--- config.mk ---
export PLATFORM = sky130hd
export DESIGN_NAME = pipeline_delay_line
export DESIGN_NICKNAME = d
export VERILOG_FILES = /design/src/core/pipeline_delay_pkg.sv /design/src/core/shift_lut_stage.sv /design/src/core/ram_delay.sv /design/src/core/pipeline_delay_line.sv
export SDC_FILE = /design/constraint.sdc
export NUM_CORES = 1
export LEC_CHECK = 0
export BUFFER_PORTS_ARGS = -buffer_cell sky130_fd_sc_hd__buf_2
export CORE_MARGIN = 1.5
export CORE_UTILIZATION = 30
export DETAILED_ROUTE_END_ITERATION = 8
export GPL_TIMING_DRIVEN = 0
export PLACE_DENSITY = 0.57
export SYNTH_ARGS = -nofsm -noshare
export SYNTH_HDL_FRONTEND = slang
export SYNTH_SLANG_ARGS = --single-unit
--- constraint.sdc ---
create_clock -name mclk -period 1.95 [get_ports mclk]
set_input_delay 0.0975 -clock mclk [delete_from_list [all_inputs] [get_ports mclk]]
set_output_delay 0.0975 -clock mclk [all_outputs]
set_load 0.02 [all_outputs]
--- src/core/pipeline_delay_pkg.sv ---
// pipeline_delay_pkg: constants shared by the delay line and its stages
// assumes: a single clock at 10 MHz, synchronous active-high reset
package pipeline_delay_pkg;

	// ======================================================
	// clock
	localparam int CLK_PERIOD_NS = 100;

	// ======================================================
	// storage structure
	localparam int LUT_DEPTH        = 32;
	localparam int LUT_ADDR_W       = 5;
	localparam int STAGE_MAX_DELAY  = 33;
	localparam int RAM_THRESHOLD    = 128;
	localparam int RAM_READ_LATENCY = 1;

	// ======================================================
	// implementation choices
	localparam int IMPL_AUTO = 0;
	localparam int IMPL_LUT  = 1;
	localparam int IMPL_ZERO = 2;
	localparam int IMPL_RAM  = 3;

	// ======================================================
	// helpers
	function automatic int stage_count(input int lat);
		return (lat + STAGE_MAX_DELAY - 1) / STAGE_MAX_DELAY;
	endfunction

	function automatic int stage_delay(input int lat, input int idx);
		if (idx < stage_count(lat) - 1)
			return STAGE_MAX_DELAY;
		return lat - STAGE_MAX_DELAY * (stage_count(lat) - 1);
	endfunction

	function automatic int pick_impl(input int req, input int lat);
		if (req != IMPL_AUTO)
			return req;
		if (lat > RAM_THRESHOLD)
			return IMPL_RAM;
		return IMPL_LUT;
	endfunction

endpackage

--- src/core/shift_lut_stage.sv ---
// shift_lut_stage: addressable shift store, tap picked by address
// assumes: caller registers the tap; contents are not reset
`timescale 1ns/1ns
`default_nettype none

module shift_lut_stage
	import pipeline_delay_pkg::*;
#(
	parameter int DATA_W = 16
) (
	// clock and control
	input  wire logic                  mclk,
	input  wire logic                  shift,
	// data
	input  wire logic [DATA_W-1:0]     d,
	input  wire logic [LUT_ADDR_W-1:0] addr,
	output logic      [DATA_W-1:0]     q
);

	logic [DATA_W-1:0] sr [LUT_DEPTH];

	// ======================================================
	// shift store
	always_ff @(posedge mclk) begin
		if (shift) begin
			sr[0] <= d;
			for (int i = 1; i < LUT_DEPTH; i++) begin
				sr[i] <= sr[i-1];
			end
		end
	end

	// tap delay is address plus one
	assign q = sr[addr];

	// ======================================================
	// checks
	a_stage_shift: assert property (@(posedge mclk)
		shift |=> sr[0] == $past(d))
		else $error("shift store missed a sample");
	a_stage_hold: assert property (@(posedge mclk)
		!shift |=> $stable(sr[0]))
		else $error("shift store moved while enable low");

endmodule
`default_nettype wire

--- src/core/ram_delay.sv ---
// ram_delay: dual-port memory delay with write and read counters
// assumes: DELAY above the read latency; caller gates stale output
`timescale 1ns/1ns
`default_nettype none

module ram_delay
	import pipeline_delay_pkg::*;
#(
	parameter int DATA_W = 16,
	parameter int DELAY  = 200
) (
	// clock and control
	input  wire logic              mclk,
	input  wire logic              rst,
	input  wire logic              shift,
	// data
	input  wire logic [DATA_W-1:0] d,
	output logic      [DATA_W-1:0] q
);

	localparam int AW     = $clog2(DELAY + 1);
	localparam int OFFSET = DELAY - RAM_READ_LATENCY;
	localparam logic [AW-1:0] RD_START = AW'(-OFFSET);
	localparam logic [AW-1:0] GAP      = AW'(OFFSET);

	logic [DATA_W-1:0] mem [2**AW];
	logic [AW-1:0]     wptr;
	logic [AW-1:0]     rptr;

	// ======================================================
	// address counters, gap fixed at delay minus read latency
	always_ff @(posedge mclk) begin
		if (rst) begin
			wptr <= '0;
			rptr <= RD_START;
		end else if (shift) begin
			wptr <= wptr + 1'b1;
			rptr <= rptr + 1'b1;
		end
	end

	// ======================================================
	// memory ports
	always_ff @(posedge mclk) begin
		if (shift) begin
			mem[wptr] <= d;
		end
	end

	always_ff @(posedge mclk) begin
		if (shift) begin
			q <= mem[rptr];
		end
	end

	// ======================================================
	// checks
	a_ptr_gap: assert property (@(posedge mclk) disable iff (rst)
		AW'(wptr - rptr) == GAP)
		else $error("address counter gap lost");
	a_ptr_hold: assert property (@(posedge mclk) disable iff (rst)
		!shift |=> $stable(wptr) && $stable(rptr))
		else $error("address counters moved while enable low");

endmodule
`default_nettype wire

--- src/core/pipeline_delay_line.sv ---
// pipeline_delay_line: fixed-latency delay for datapath matching
// assumes: d_in and en come from logic on mclk; rst is synchronous
// assumes: the memory form is only picked for a latency of at least 3
//
// Summary of operation
// - default form: lookup shift stage of L-1 cycles, then one flip-flop
// - latency above 33 cascades several shift-stage and flip-flop pairs
// - shift stage delay equals its tap address plus one
// - one shift stage plus flip-flop gives at most 33 cycles
// - optional leading register adds one cycle and ends input paths at a flop
// - long delays above 128 use dual-port memory with address counters
// - memory delay set by counter gap plus read latency; counters binary
// - zero-on-reset form uses a chain of L-1 resettable registers, then the output flop
// - after reset the output is forced zero until old contents flush out
// - no initial contents; only the resettable flops start from zero
// - each sample appears unchanged exactly L enabled cycles later, L+1 with the leading register
// - reset clears every flop except the memory read register and read counter (preset), overriding enable; shift stage and memory contents are not reset
// - enable low holds every stage; shifting resumes only on enable, not on reset
// - zero latency allowed only without enable; becomes a plain wire
`timescale 1ns/1ns
`default_nettype none

module pipeline_delay_line
	import pipeline_delay_pkg::*;
#(
	parameter int DATA_W     = 16,
	parameter int LATENCY    = 4,
	parameter int IMPL       = IMPL_AUTO,
	parameter bit HAS_ENABLE = 1'b1,
	parameter bit INPUT_REG  = 1'b0
) (
	// clock and reset
	input  wire logic              mclk,
	input  wire logic              rst,
	// control
	input  wire logic              en,
	// data
	input  wire logic [DATA_W-1:0] d_in,
	output logic      [DATA_W-1:0] d_out
);

	localparam int MODE     = pick_impl(IMPL, LATENCY);
	localparam int CORE_LEN = (LATENCY > 0) ? LATENCY - 1 : 0;
	localparam int TOTAL    = LATENCY + int'(INPUT_REG);
	localparam int CW       = $clog2(TOTAL + 2) + 1;

	logic              shift;
	logic [DATA_W-1:0] src;

	// ======================================================
	// enable: tied on when no enable is configured
	assign shift = HAS_ENABLE ? en : 1'b1;

	// ======================================================
	// configuration checks
	a_zero_no_en: assert property (@(posedge mclk)
		!(LATENCY == 0 && HAS_ENABLE))
		else $error("zero latency with enable configured");

	a_mode_long: assert property (@(posedge mclk)
		(IMPL == IMPL_AUTO && LATENCY > RAM_THRESHOLD) |-> MODE == IMPL_RAM)
		else $error("long delay not placed in memory");

	// ======================================================
	// optional leading register
	if (INPUT_REG) begin : g_in_reg
		logic [DATA_W-1:0] in_q;
		always_ff @(posedge mclk) begin
			if (rst) begin
				in_q <= '0;
			end else if (shift) begin
				in_q <= d_in;
			end
		end
		assign src = in_q;

		a_in_take: assert property (@(posedge mclk) disable iff (rst)
			shift |=> in_q == $past(d_in))
			else $error("input register missed a sample");

		a_in_clear: assert property (@(posedge mclk)
			rst |=> in_q == '0)
			else $error("input register not cleared by reset");

		a_in_hold: assert property (@(posedge mclk) disable iff (rst)
			!shift |=> $stable(in_q))
			else $error("input register moved while enable low");
	end else begin : g_no_in_reg
		assign src = d_in;
	end

	// ======================================================
	// zero latency: a direct connection
	if (LATENCY == 0) begin : g_wire
		assign d_out = src;
	end else begin : g_line
		logic [DATA_W-1:0] core_q;
		logic              flushed;

		// ------------------------------------------------------
		// storage core, delay LATENCY-1 ahead of the output flop
		if (CORE_LEN == 0) begin : g_core_none
			assign core_q = src;
			assign flushed = 1'b1;
		end else if (MODE == IMPL_ZERO) begin : g_core_zero
			logic [DATA_W-1:0] chain [CORE_LEN];
			always_ff @(posedge mclk) begin
				if (rst) begin
					for (int i = 0; i < CORE_LEN; i++) begin
						chain[i] <= '0;
					end
				end else if (shift) begin
					chain[0] <= src;
					for (int i = 1; i < CORE_LEN; i++) begin
						chain[i] <= chain[i-1];
					end
				end
			end
			assign core_q = chain[CORE_LEN-1];
			assign flushed = 1'b1;

			a_chain_clear: assert property (@(posedge mclk)
				rst |=> chain[CORE_LEN-1] == '0)
				else $error("register chain not cleared by reset");

			a_chain_shift: assert property (@(posedge mclk) disable iff (rst)
				shift |=> chain[0] == $past(src))
				else $error("register chain missed a sample");

			a_chain_hold: assert property (@(posedge mclk) disable iff (rst)
				!shift |=> $stable(chain[0]))
				else $error("register chain moved while enable low");
		end else begin : g_core_stale
			logic [CW-1:0] fill;

			// count enabled cycles since reset until stale data is gone
			always_ff @(posedge mclk) begin
				if (rst) begin
					fill <= '0;
				end else if (shift && fill != CW'(CORE_LEN)) begin
					fill <= fill + 1'b1;
				end
			end
			assign flushed = (fill == CW'(CORE_LEN));

			a_fill_cap: assert property (@(posedge mclk) disable iff (rst)
				fill <= CW'(CORE_LEN))
				else $error("flush counter ran past the core length");

			a_flush_start: assert property (@(posedge mclk)
				rst |=> !flushed)
				else $error("flush not restarted by reset");

			a_fill_hold: assert property (@(posedge mclk) disable iff (rst)
				!shift |=> $stable(fill))
				else $error("flush counter moved while enable low");

			if (MODE == IMPL_RAM) begin : g_core_ram
				ram_delay #(
					.DATA_W (DATA_W),
					.DELAY  (CORE_LEN)
				) u_ram (
					.mclk  (mclk),
					.rst   (rst),
					.shift (shift),
					.d     (src),
					.q     (core_q)
				);
			end else begin : g_core_lut
				localparam int NST = stage_count(LATENCY);
				logic [DATA_W-1:0] link [NST];
				assign link[0] = src;

				for (genvar s = 0; s < NST; s++) begin : g_stage
					localparam int SEG = stage_delay(LATENCY, s);
					logic [DATA_W-1:0] tap;

					// each pair: lookup part SEG-1, flop one
					if (SEG == 1) begin : g_flop_only
						assign tap = link[s];
					end else begin : g_lut
						localparam logic [LUT_ADDR_W-1:0] ADDR =
							LUT_ADDR_W'(SEG - 2);
						shift_lut_stage #(
							.DATA_W (DATA_W)
						) u_lut (
							.mclk  (mclk),
							.shift (shift),
							.d     (link[s]),
							.addr  (ADDR),
							.q     (tap)
						);
						a_seg_bound: assert property (@(posedge mclk)
							SEG <= STAGE_MAX_DELAY)
							else $error("shift stage longer than one pair allows");
					end

					if (s < NST - 1) begin : g_pair_flop
						logic [DATA_W-1:0] pair_q;

						always_ff @(posedge mclk) begin
							if (rst) begin
								pair_q <= '0;
							end else if (shift) begin
								pair_q <= tap;
							end
						end
						assign link[s+1] = pair_q;

						a_pair_clear: assert property (@(posedge mclk)
							rst |=> pair_q == '0)
							else $error("pair flop not cleared by reset");

						a_pair_hold: assert property (@(posedge mclk) disable iff (rst)
							!shift |=> $stable(pair_q))
							else $error("pair flop moved while enable low");
					end else begin : g_last
						assign core_q = tap;
					end
				end
			end
		end

		// ------------------------------------------------------
		// output flop, zero while stale data flushes
		always_ff @(posedge mclk) begin
			if (rst) begin
				d_out <= '0;
			end else if (shift) begin
				d_out <= flushed ? core_q : '0;
			end
		end

		// ------------------------------------------------------
		// checks
		logic [CW-1:0] run;
		always_ff @(posedge mclk) begin
			if (rst || !shift) begin
				run <= '0;
			end else if (run <= CW'(TOTAL)) begin
				run <= run + 1'b1;
			end
		end

		// ======================================================
		// latency checks
		a_latency_exact: assert property (@(posedge mclk) disable iff (rst)
			run > CW'(TOTAL) |-> d_out == $past(d_in, TOTAL))
			else $error("output differs from input delayed by latency");

		a_out_follows: assert property (@(posedge mclk) disable iff (rst)
			shift && flushed |=> d_out == $past(core_q))
			else $error("output flop missed the core tap");

		a_lanes_same: assert property (@(posedge mclk) disable iff (rst)
			run > CW'(TOTAL) |-> d_out[0] == $past(d_in[0], TOTAL)
				&& d_out[DATA_W-1] == $past(d_in[DATA_W-1], TOTAL))
			else $error("lanes delayed unequally");

		// ======================================================
		// reset and flush checks
		a_reset_wins: assert property (@(posedge mclk)
			rst |=> d_out == '0)
			else $error("output not cleared by reset");

		a_flush_zero: assert property (@(posedge mclk) disable iff (rst)
			!flushed |=> d_out == '0)
			else $error("stale data reached the output");

		a_flush_ends: assert property (@(posedge mclk) disable iff (rst)
			$rose(run == CW'(TOTAL)) |-> flushed)
			else $error("flush not done after a full run");

		// ======================================================
		// enable checks
		a_hold_disabled: assert property (@(posedge mclk) disable iff (rst)
			!shift ##1 !rst |-> $stable(d_out))
			else $error("output moved while enable low");

		// ======================================================
		// cover points
		c_full_run: cover property (@(posedge mclk) disable iff (rst)
			run > CW'(TOTAL));
		c_stall: cover property (@(posedge mclk) disable iff (rst)
			shift ##1 !shift ##1 shift);
		c_reset_en: cover property (@(posedge mclk)
			rst && shift ##1 !rst);
		c_flushed: cover property (@(posedge mclk) disable iff (rst)
			$rose(flushed));
		c_reset_again: cover property (@(posedge mclk)
			!rst ##1 rst);
	end

endmodule
`default_nettype wire

* After elaboration in Yosys (flattened, before gate mapping)
Memories as Yosys holds them, arrays and structs flattened. Cells that the tools add are included.
Storage, ports and cells: memory bits (writable) 512, bits of input ports 19, bits in registers 20, output and inout bits 16, memories 1, word-level logic and storage cells 10
Memory list:
- g_line.g_core_stale.g_core_lut.g_stage[0].g_lut.u_lut.sr | words 32, bits a word 16, read ports 31, clocked after memory_dff 0, wr ports 32, line shift_lut_stage.sv:20 | logic [DATA_W-1:0] sr [LUT_DEPTH];
Cells by class: reductions and logical operators 1, multiplexer cells 3, add/sub/neg operators 1, equal/unequal tests 2
Operator list (number):
- $mux 16 | 1
- $add 4x1->4 const B | 1
- $eq 4x2->1 const B | 1
- $ne 4x2->1 const B | 1
- $mux 1 | 2
- $logic_and 1x1->1 | 1

* Logic depth before layout (Yosys ltp)
Gate-level depths: netlist (run 1).
word-level depth 2, mapped depth 5, depth with buffers taken out 4

* Cells and area by module
From an unflattened synthesis (run 1), not the netlist that was laid out.
Second synthesis, totals: cell total of the unflattened synthesis 1157, area total of the unflattened synthesis 20818.7 um^2
Modules (own cells, without submodules):
- shift_lut_stage | area each 20004.2 um^2, times used 1, cells each 1081
- pipeline_delay_line | area each 814.5 um^2, times used 1, cells each 76

* Least setup slack after synthesis (run 1)
OpenSTA, ideal clock, no wires.
kind register to register, from reg g_line.g_core_stale.fill[0], to reg d_out[0], required time 1.888 ns, setup slack 0.501 ns, period minus slack after synthesis 1.449 ns, buffers on the path 1, cell stages (with the launch flop) 6, arrival time 1.387 ns, path through dfxtp_1 -> ha_1 -> or3b_4 -> a21o_4 -> buf_12 -> nor2_2
Between the ends: word-level cells in the longest chain between the ends 2
RTL lines:
- start, declared | line pipeline_delay_line.sv:134 | logic [CW-1:0] fill;
- start signal, assigned | line pipeline_delay_line.sv:141 | fill <= fill + 1'b1;
- $eq 4x2->1 | line pipeline_delay_line.sv:144 | assign flushed = (fill == CW'(CORE_LEN));
- $mux 16 | line pipeline_delay_line.sv:230 | d_out <= flushed ? core_q : '0;
- end signal, assigned | line pipeline_delay_line.sv:230
- end, declared | line pipeline_delay_line.sv:39 | output logic [DATA_W-1:0] d_out
No other way between the ends. A chain may end at the register's enable or synchronous reset.

* Final worst setup path (run 1)
from reg g_line.g_core_stale.fill[0], to reg d_out[1]
Same word-level chain as after synthesis.

==> metrics.log, run 1 <==
INFO  metric synthDistinctLibCells = 20
INFO  metric reg_area = 0.00184 mm^2
INFO  metric globalRouteOverflowTotal = 0
INFO  metric criticalPathCategory = reg2reg
INFO  metric fmax = about 0.64 GHz
INFO  metric cp_required = ~2200 ps
INFO  metric cp.buffers_inverters = 1
INFO  metric placement.io_buffers = 34
INFO  metric post_synthesis_instance_total = roughly 120
INFO  metric timing.rr.end = d_out[1]
INFO  metric final_period_minus_worst_setup_slack = 1570 ps
INFO  metric finalMaxSlewViolations = 0
INFO  metric final_layout_size_suffix_gt1_share = 34.9%
INFO  metric post-route-period-util = 80.3%
INFO  metric worst_pin_slew = ~1000 ps
INFO  metric critical-path-top-delay-family = simple AND/OR/NAND/NOR gates
INFO  metric worstReg2RegStart = g_line.g_core_stale.fill[0]
INFO  metric irDropWorstVdd = 0.344 mV
INFO  metric run_status = finished, final reports clean
INFO  metric via_count_of_the_first_global_routing_pass = 1,061
INFO  metric grtUsageTotal = 8.71%
INFO  metric cts_max_level = 3
INFO  metric worst-path-max-fanout = 10
INFO  metric drt_first_pass_iters = 4
INFO  metric timing.setup.tns = 0 ps
INFO  metric multi_input_area = 372 um^2
INFO  metric drt_drc_violations_left = 0
INFO  metric ys_seq_area_share = around four fifths
INFO  metric detail_route.wirelength = 3.07 mm
INFO  metric core-area = slightly above 0.007 mm^2
INFO  metric critical_path.cell_chain = ha_1 > or3b_4 > a21o_4 > buf_12 > nor2_2
INFO  metric max-cap-violations = 0
INFO  metric antenna_diode_count = 0
INFO  metric final_hold_viol_count = 0
INFO  metric timing.max_slew.rel_slack = 30.7%
INFO  metric holdCritPathClass = reg2reg
INFO  metric critPathLaunchType = flip-flop
INFO  metric mostFrequentLayoutCells = 48 x edfxtp_1, 36 x buf_2, 20 x dfxtp_1
INFO  metric critical_path.startpoint = g_line.g_core_stale.fill[0]
INFO  metric finish.net_count = 204
INFO  metric slowest_delay = approximately 420 ps
INFO  metric fillers = slightly below 700
INFO  metric rsz0062_at_grt = false
INFO  metric clk_pin_slew = 70 ps
INFO  metric number_of_nets_produced_by_synthesis = ~140
INFO  metric syn2layout_area_growth = 30.2%
INFO  metric chipWidth = 89.6 um
INFO  metric pwr_density_cell = 1040 mW/mm^2
INFO  metric mappedNetlistArea = 0.00225 mm^2
INFO  metric reg2reg_setup_slack = 380 ps
INFO  metric total_power = 3.04 mW
INFO  metric power.leakage = about 1.1 nW
INFO  metric timing.final.setup_violations = 0
INFO  metric die-area = 0.00802 mm^2
INFO  metric antenna_found_initial = 0
INFO  metric global_route_wire_length_before_repair = between 4 and 5 mm
INFO  metric ys_warn_count = 0
INFO  metric library_cell_contributing_the_largest_single_delay_on_the_critical_path = or3b_4
INFO  metric initial_utilization = a little under a third
INFO  metric dp_worst_setup_slack = -6.93 ps
INFO  metric numCtsBuffers = 9
INFO  metric avgSynthCellArea = 18.4 um^2
INFO  metric weighted_congestion_at_the_end_of_routability_driven_global_placement = roughly 0.70
INFO  metric wl_per_cell = 10.6 um
INFO  metric vias_per_cell = 3.83
INFO  metric maximum_clock_insertion_buffer_count = 2
INFO  metric cts-root-buf = clkbuf_8
INFO  metric worst_hold_path.num_cells = 0
INFO  metric drtAntennaViolNets = 0
INFO  metric floorplan.rows = 31
INFO  metric crit_arrival = 1840 ps
INFO  metric layout_commonest_cell = edfxtp_1
INFO  metric synth-seq-cells = between 60 and 70
INFO  metric die-height = 89.6 um
INFO  metric num_vias = roughly 1,100
INFO  metric finalClockSkew = about 5.6 ps
INFO  metric number_of_placed_i_o_pins = 35
INFO  metric place.detailed.hpwl = 1.86 mm
INFO  metric worstSetupEndpointType = flip-flop
INFO  metric clock_insertion_delay_worst_skew = between 300 and 400 ps
INFO  metric drt_iter0_drc = 57
INFO  metric pin_count_of_the_biggest_net_entering_global_routing = 50
INFO  metric tritoncts_clock_tree = done
INFO  metric final_critical_path_setup_slack = 384 ps
INFO  metric cts.sink_count = ~70
INFO  metric worst_r2r_path_depth = 5
INFO  metric postCtsSetupRepairBufs = 0
## kinds of logic (layout without fill, tap and decap cells)
group                      after synthesis  in the layout  synth area share, %
AOI/OAI and AO/OA                        4              4                 1.34
xor gates and xnor gates                 1              1                0.390
adders and majority gates                1              1                0.556
buffers and inverters                    4             71                 1.56
DFF                                     68             68                 81.9
muxes                                   16             16                 7.12
and+or+nand+nor                         28             28                 7.12
## final cells by class
| class | count | share of cell area [%] |
|---|---|---|
| clock inverters | 7 | 3.12 |
| multi-input cells | 50 | 12.7 |
| repair buffers | 51 | 11.6 |
| clock buffers | 9 | 4.23 |
| flip-flops and latches | 68 | 62.9 |
| well taps | 99 | 4.23 |
| plain buffers | 4 | 1.20 |
## layer usage
| layer | wire, um | up-vias | GRT usage [%] |
|---|---|---|---|
| li1 | - | 569 | - |
| met1 | 1320 | 505 | 9.43 |
| met3 | 133 | 9 | 3.93 |
| met5 | 0 | - | 0 |
| met2 | 1510 | 20 | 13.3 |
| met4 | 101 | 0 | 6.71 |
## power by group
part | total (mW) | internal, mW | switching (mW)
clock | 1.22 | 0.712 | 0.507
combinational | 0.157 | 0.0755 | 0.0816
sequential | 1.67 | 1.64 | 0.0244
total | 3.04 | 2.43 | 0.613
## sequential cells by signal, indices dropped and copies added (netlist names)
signal                                                 cells
g_line.g_core_stale.fill                                   4
d_out                                                     16
g_line.g_core_stale.g_core_lut.g_stage.g_lut.u_lut.sr     48
## cell usage after synthesis
cell type | count | share of area (%)
a21o_4 | 1 | 0.67
a21oi_1 | 1 | 0.22
and2_2 | 1 | 0.33
buf_12 | 1 | 0.89
buf_2 | 2 | 0.45
clkbuf_2 | 1 | 0.22
dfxtp_1 | 20 | 18
edfxtp_1 | 48 | 64
ha_1 | 1 | 0.56
mux2i_1 | 16 | 7.1
nand2_1 | 2 | 0.33
nand2b_1 | 2 | 0.56
nand3_1 | 1 | 0.22
nand4_1 | 1 | 0.28
nand4b_1 | 2 | 0.78
nor2_1 | 8 | 1.3
nor2_2 | 10 | 2.8
o21ai_0 | 2 | 0.45
or3b_4 | 1 | 0.50
xor2_1 | 1 | 0.39
## metrics by stage
| step | cells | utilization [%] | area (um^2) | hold slack, ps |
|---|---|---|---|---|
| floorplan | 122 | - | 2250 | 167 |
| global placement | 255 | 35.1 | 2540 | 275 |
| detailed placement | 255 | 35.1 | 2540 | 276 |
| CTS | 288 | 40.4 | 2930 | 420 |
| global route | 288 | 40.4 | 2930 | 426 |
| finish | 288 | 40.4 | 2930 | 417 |
## worst max path at each step
stage	cells after the start	to	slack (ps)
after floorplan	5	d_out[0]	500
after global placement	5	d_out[14]	20
after detailed placement	5	d_out[14]	-7
after CTS	5	d_out[7]	350
after global routing	5	d_out[1]	210
final	5	d_out[1]	380
## timing repair
item	4_1_cts	5_1_grt
hold buffers	17	0
endpoints found under the hold margin	18	0
gates resized for setup	0	0
Power figures use the tool's default switching activity.
==> run 2, diff against run 1 <==
Settings changed: PLACE_DENSITY 0.57 to 0.58.
Clock period 1.95 ns to 1.4 ns, I/O delays scaled along.
==> run 2 against run 1 <==
Largest power group unchanged. Non-clock buffer count up 6. Combinational power increased by 69%. Sequential share of layout area fell by 1.6 points.
==> metrics.log, run 2 (synthesized netlist as in run 1, its figures left out) <==
INFO  metric largest_register_ffs = 48
INFO  metric multi_input_area = 417 um^2
INFO  metric criticalPathCategory = reg2reg
INFO  metric max-cap-violations = 0
INFO  metric globalRouteOverflowTotal = 0
INFO  metric num_vias = 1,147
INFO  metric initial_utilization = between 30% and 40%
INFO  metric power.leakage = 1.17 nW
INFO  metric final_layout_size_suffix_gt1_share = 40.0%
INFO  metric timing.final.setup_violations = 0
INFO  metric drt_first_pass_iters = 4
INFO  metric worst_pin_slew = 433 ps
INFO  metric weighted_congestion_at_the_end_of_routability_driven_global_placement = 0.692
INFO  metric drtAntennaViolNets = 0
INFO  metric post-route-period-util = between 90 and 100%
INFO  metric finish.instance_area = roughly 0.003 mm^2
INFO  metric syn2layout_area_growth = 34.1%
INFO  metric run_status = finished, final reports clean
INFO  metric drt_iter0_drc = 77
INFO  metric finalClockSkew = 8.84 ps
INFO  metric die-height = 89.6 um
INFO  metric wl_per_cell = ~11 um
INFO  metric chipWidth = 89.6 um
INFO  metric drt_drc_violations_left = 0
INFO  metric finish.net_count = 210
INFO  metric irDropWorstVdd = 0.670 mV
INFO  metric clk_pin_slew = 70 ps
INFO  metric die-area = 0.00802 mm^2
INFO  metric cts_max_level = 3
INFO  metric mostFrequentLayoutCells = 48 x edfxtp_1, 35 x buf_2, 18 x dfxtp_1
INFO  metric holdCritPathClass = in2reg
INFO  metric placement.io_buffers = 34
INFO  metric worstSetupEndpointType = flip-flop
INFO  metric layout_commonest_cell = edfxtp_1
INFO  metric crit_arrival = 1660 ps
INFO  metric cp_required = 1670 ps
INFO  metric numPlacedInstances = 255
INFO  metric tritoncts_clock_tree = done
INFO  metric numCtsBuffers = 9
INFO  metric rsz0062_at_grt = true
INFO  metric pin_count_of_the_biggest_net_entering_global_routing = 50
INFO  metric cts.sink_count = 68
INFO  metric cts-root-buf = clkbuf_8
INFO  metric final_period_minus_worst_setup_slack = between 1000 and 1500 ps
INFO  metric core-area = 0.00725 mm^2
INFO  metric hold-worst-slack = 174 ps
INFO  metric critPathLaunchType = flip-flop
INFO  metric detail_route.wirelength = 3.37 mm
INFO  metric vias_per_cell = 3.90
INFO  metric antenna_found_initial = 0
INFO  metric grtUsageTotal = 9.13%
INFO  metric regMostFlops = g_line.g_core_stale.g_core_lut.g_stage.g_lut.u_lut.sr
INFO  metric fillers = between 600 and 700
INFO  metric place.detailed.hpwl = ~1.9 mm
INFO  metric reg_area = around 0.0018 mm^2
INFO  metric finalMaxSlewViolations = 0
INFO  metric maximum_clock_insertion_buffer_count = 2
INFO  metric fmax = slightly above 0.7 GHz
INFO  metric floorplan.rows = 31
INFO  metric timing.max_slew.rel_slack = between 70% and 80%
INFO  metric clock_insertion_delay_worst_skew = 330 ps
INFO  metric final_hold_viol_count = 0
INFO  metric reg_top3 = g_line.g_core_stale.g_core_lut.g_stage.g_lut.u_lut.sr (48), d_out (16), g_line.g_core_stale.fill (4)
INFO  metric worst-path-max-fanout = 4
INFO  metric final_cell_count_no_fill = 294
INFO  metric global_route_wire_length_before_repair = 5.15 mm
INFO  metric antenna_diode_count = 0
INFO  metric number_of_placed_i_o_pins = 35
INFO  metric via_count_of_the_first_global_routing_pass = 1,117
INFO  metric postPlaceCellArea = 0.00256 mm^2
INFO  metric pwr_density_cell = roughly 1300 mW/mm^2
INFO  metric total_power = roughly 4 mW
INFO  metric timing.setup.tns = 0 ps
-- run 2: cell count changes in the layout (fill, tap and decap cells not counted), sizes merged --
cell	delta
clkbuf	+5
clkinvlp	-3
bufinv	-2
buf	+6
-- run 2: stage by stage --
step / util [%] / setup WS (ps)
after floorplan: - / 25.7
after global placement: 35.3 / -502
after detailed placement: 35.3 / -550
after CTS: 41.0 / -23.3
after global routing: 41.6 / -45.0
final: 41.6 / 9.54
-- run 2: path summary, 6_finish.rpt --
path / slack, ps / from / endpoint / depth (start not counted)
worst min-delay path: 170 / en / flip-flop / 1
worst max-delay path: 10 / g_line.g_core_stale.fill[1] / d_out[8] / 5
worst max register to register: 10 / g_line.g_core_stale.fill[1] / d_out[8] / 5
worst min register to register: 420 / flip-flop / flip-flop / 0
-- run 2: final cells by class --
| class | count | share of cell area [%] |
|---|---|---|
| sequential | 68 | 61.3 |
| buffer | 4 | 1.16 |
| tap | 99 | 4.11 |
| clock inverter | 2 | 0.332 |
| timing repair buffer | 57 | 13.9 |
| clock buffer | 14 | 5.40 |
| multi-input combinational | 50 | 13.8 |
-- run 2: report_power, final --
| part | leakage, nW | internal [mW] | switching, mW | total (mW) |
|---|---|---|---|---|
| logic | 0.445 | 0.133 | 0.133 | 0.266 |
| clock network | 0.0905 | 0.736 | 0.658 | 1.39 |
| registers | 0.634 | 2.29 | 0.0351 | 2.32 |
| total | 1.17 | 3.16 | 0.826 | 3.98 |
-- run 2: worst max-delay path, stage by stage (launching register included) --
cell,delay [ps]
dfxtp_2,350
ha_4,140
or3b_4,380
a21o_4,250
buf_6,140
nor2_1,80
-- run 2: timing repair --
action                                  CTS  global route
gates cloned                              1             0
buffers inserted                          5             0
pin swaps                                12            10
endpoints found under the setup margin   19            18
gates resized for setup                   5            12
hold endpoints to repair                 18             0
hold buffers                             17             0
-- run 2: metal layers --
metal | routed length, um | vias up | GRT usage [%]
met5 | 0 | - | 0
met4 | 107 | 0 | 8.25
met3 | 171 | 9 | 3.66
met2 | 1670 | 24 | 14.0
met1 | 1430 | 532 | 9.58
li1 | - | 582 | -
==> run 3, diff against run 2 <==
Settings changed: ABC_AREA set to 1.
==> run 3 against run 2 <==
Sequential share of layout area is 1.4 points higher. Area after synthesis fell by 0.83%. Final area shrank 2.4%. Final cell count increased by 6.8%. Global-route usage about the same. Non-clock buffer count shrank 5. Sequential cell count unchanged. Register-to-register slack better by 170 ps.
==> metrics.log, run 3 <==
INFO  metric max-cap-violations = 0
INFO  metric tritoncts_clock_tree = done
INFO  metric hold_start = en
INFO  metric crit_arrival = about 1500 ps
INFO  metric avgSynthCellArea = 15.1 um^2
INFO  metric global_route_wire_length_before_repair = around 5.2 mm
INFO  metric cts.sink_count = between 60 and 70
INFO  metric die-area = 0.00796 mm^2
INFO  metric syn2layout_area_growth = 31.9%
INFO  metric synthDistinctLibCells = 17
INFO  metric core-area = between 0.007 and 0.008 mm^2
INFO  metric cts_max_level = 3
INFO  metric place.detailed.hpwl = 1.98 mm
INFO  metric drtAntennaViolNets = 0
INFO  metric ys_top_cells_by_count = 48 x edfxtp_1, 22 x nor2_1, 20 x dfxtp_1
INFO  metric rsz0062_at_grt = false
INFO  metric clk_pin_slew = 70 ps
INFO  metric placement.io_buffers = 34
INFO  metric timing.final.setup_violations = 0
INFO  metric finalMaxSlewViolations = 0
INFO  metric timing.rr.end = d_out[5]
INFO  metric reg_top3 = g_line.g_core_stale.g_core_lut.g_stage.g_lut.u_lut.sr (48), d_out (16), g_line.g_core_stale.fill (4)
INFO  metric final_layout_size_suffix_gt1_share = 27.4%
INFO  metric number_of_placed_i_o_pins = 35
INFO  metric antenna_found_initial = 0
INFO  metric power.leakage = 1.12 nW
INFO  metric grtUsageTotal = under 10%
INFO  metric ys_dominant_reg_cell = edfxtp_1
INFO  metric fmax = 0.817 GHz
INFO  metric die-height = 89.2 um
INFO  metric chipWidth = roughly 89 um
INFO  metric antenna_diode_count = 0
INFO  metric worst_hold_path.num_cells = 1
INFO  metric ys_seq_area_share = 82.6%
INFO  metric synth.top_cell.area_share = 64.6%
INFO  metric drt_iter0_drc = 91
INFO  metric drt_first_pass_iters = 4
INFO  metric worstReg2RegStart = g_line.g_core_stale.fill[0]
INFO  metric most_area_hungry_cell_type_in_the_yosys_netlist = edfxtp_1
INFO  metric initial_utilization = 30.9%
INFO  metric post-route-period-util = ~87%
INFO  metric pin_count_of_the_biggest_net_entering_global_routing = between 50 and 60
INFO  metric reg2reg_setup_slack = 180 ps
INFO  metric synth_edf_count = 48
INFO  metric postSynth.asyncResetShare = 0%
INFO  metric finish.net_count = 230
INFO  metric final_period_minus_worst_setup_slack = 1220 ps
INFO  metric pwr_density_cell = ~1500 mW/mm^2
INFO  metric drt_drc_violations_left = 0
INFO  metric detail_route.wirelength = between 3 and 4 mm
INFO  metric total_power = 4.43 mW
INFO  metric largest_register_ffs = 48
INFO  metric timing.setup.tns = 0 ps
INFO  metric floorplan.rows = 31
INFO  metric cts-root-buf = clkbuf_8
INFO  metric number_of_nets_produced_by_synthesis = 168
INFO  metric mostFrequentLayoutCells = 48 x edfxtp_1, 35 x buf_2, 22 x nor2_1
INFO  metric irDropWorstVdd = between 0.6 and 0.7 mV
INFO  metric layout_commonest_cell = edfxtp_1
INFO  metric post_synthesis_instance_total = between 100 and 150
INFO  metric globalRouteOverflowTotal = 0
INFO  metric cp_required = 1620 ps
INFO  metric timing.max_slew.rel_slack = 58.0%
INFO  metric run_status = finished, final reports clean
INFO  metric critPathLaunchType = flip-flop
INFO  metric weighted_congestion_at_the_end_of_routability_driven_global_placement = 0.735
INFO  metric worstSetupEndpointType = flip-flop
INFO  metric clock_insertion_delay_worst_skew = around 330 ps
INFO  metric finalClockSkew = about 7.7 ps
INFO  metric final_hold_viol_count = 0
INFO  metric holdCritPathClass = in2reg
INFO  metric criticalPathCategory = reg2reg
INFO  metric synthTopCellsByArea = edfxtp_1 65%, dfxtp_1 18%, o21ai_0 3.8%
INFO  metric final_critical_path_setup_slack = between 150 and 200 ps
INFO  metric via_count_of_the_first_global_routing_pass = 1,224
INFO  metric num_vias = 1,247
INFO  metric numCtsBuffers = 9
INFO  metric wl_per_cell = 10.5 um
INFO  metric maximum_clock_insertion_buffer_count = 2
INFO  metric yosys.cell_count.top_type = edfxtp_1
INFO  metric synth-seq-cells = 68
INFO  metric mappedNetlistArea = 0.00223 mm^2
INFO  metric dp_worst_setup_slack = -473 ps
INFO  metric worst_pin_slew = 630 ps
INFO  metric vias_per_cell = 3.97
INFO  metric regMostFlops = g_line.g_core_stale.g_core_lut.g_stage.g_lut.u_lut.sr
INFO  metric ys_warn_count = 0
INFO  metric worst-path-max-fanout = 10
INFO  metric worst_r2r_path_depth = 4
INFO  metric fillers = approximately 700
==> run 3: area by class of cell <==
cell class / instances / area [um^2] / share of cell area [%]
Clock inverter: 5 / 81.3 / 2.77
Timing Repair Buffer: 51 / 343 / 11.7
Sequential cell: 68 / 1840 / 62.6
Multi-Input combinational cell: 71 / 339 / 11.5
Tap cell: 99 / 124 / 4.21
Inverter: 4 / 15.0 / 0.511
Buffer: 5 / 33.8 / 1.15
Clock buffer: 11 / 163 / 5.53
==> run 3: repair_timing <==
action                     CTS  global route
gates resized for setup      1             0
setup endpoints to repair   10             0
buffers inserted             0             0
hold buffers                17             0
hold endpoints to repair    17             0
==> run 3: worst max-delay path, stage by stage, from the launching register on <==
cell and delay [ps]:
dfxtp_1 340, ha_1 260, a21oi_4 280, buf_6 180, nor3_1 50
==> run 3: how the worst max path moves through the flow <==
stage	from	endpoint	slack (ps)
finish	g_line.g_core_stale.fill[0]	d_out[5]	180
global route	g_line.g_core_stale.fill[0]	d_out[5]	120
detailed placement	en	d_out[13]	-470
floorplan	g_line.g_core_stale.fill[0]	d_out[3]	320
global placement	en	d_out[13]	-450
CTS	g_line.g_core_stale.fill[0]	d_out[13]	170
==> run 3: metrics by stage <==
stage | utilization (%) | std cells | hold slack (ps) | instance area, um^2
finish | 40.8 | 314 | 276 | 2940
global route | 40.8 | 314 | 297 | 2940
CTS | 40.8 | 314 | 279 | 2940
detailed placement | 35.0 | 281 | 248 | 2520
global placement | 35.0 | 281 | 247 | 2520
floorplan | - | 148 | 139 | 2230
==> run 3: metal layers <==
layer / GRT usage [%] / share of wire, % / wire (um) / up-vias
li1: - / - / - / 654
met1: 9.83 / 44 / 1460 / 556
met2: 14.6 / 48 / 1590 / 27
met3: 3.42 / 4.8 / 160 / 10
met4: 7.13 / 2.8 / 93 / 0
met5: 0 / 0 / 0 / -
==> run 3: kinds of logic (layout without fill, tap and decap cells) <==
group | count (synthesis) | in the layout | synth area share (%)
simple gates | 49 | 49 | 9.43
flops | 68 | 68 | 82.6
buf+inv | 9 | 76 | 2.19
fa+ha+maj | 1 | 1 | 0.561
compound gates | 21 | 21 | 5.22
==> run 3: where the power goes <==
group	internal [mW]	switching [mW]	total [mW]	leakage, nW
combinational	0.103	0.139	0.242	0.369
clock	1.16	0.696	1.85	0.121
sequential	2.29	0.0355	2.33	0.634
total	3.56	0.870	4.43	1.12
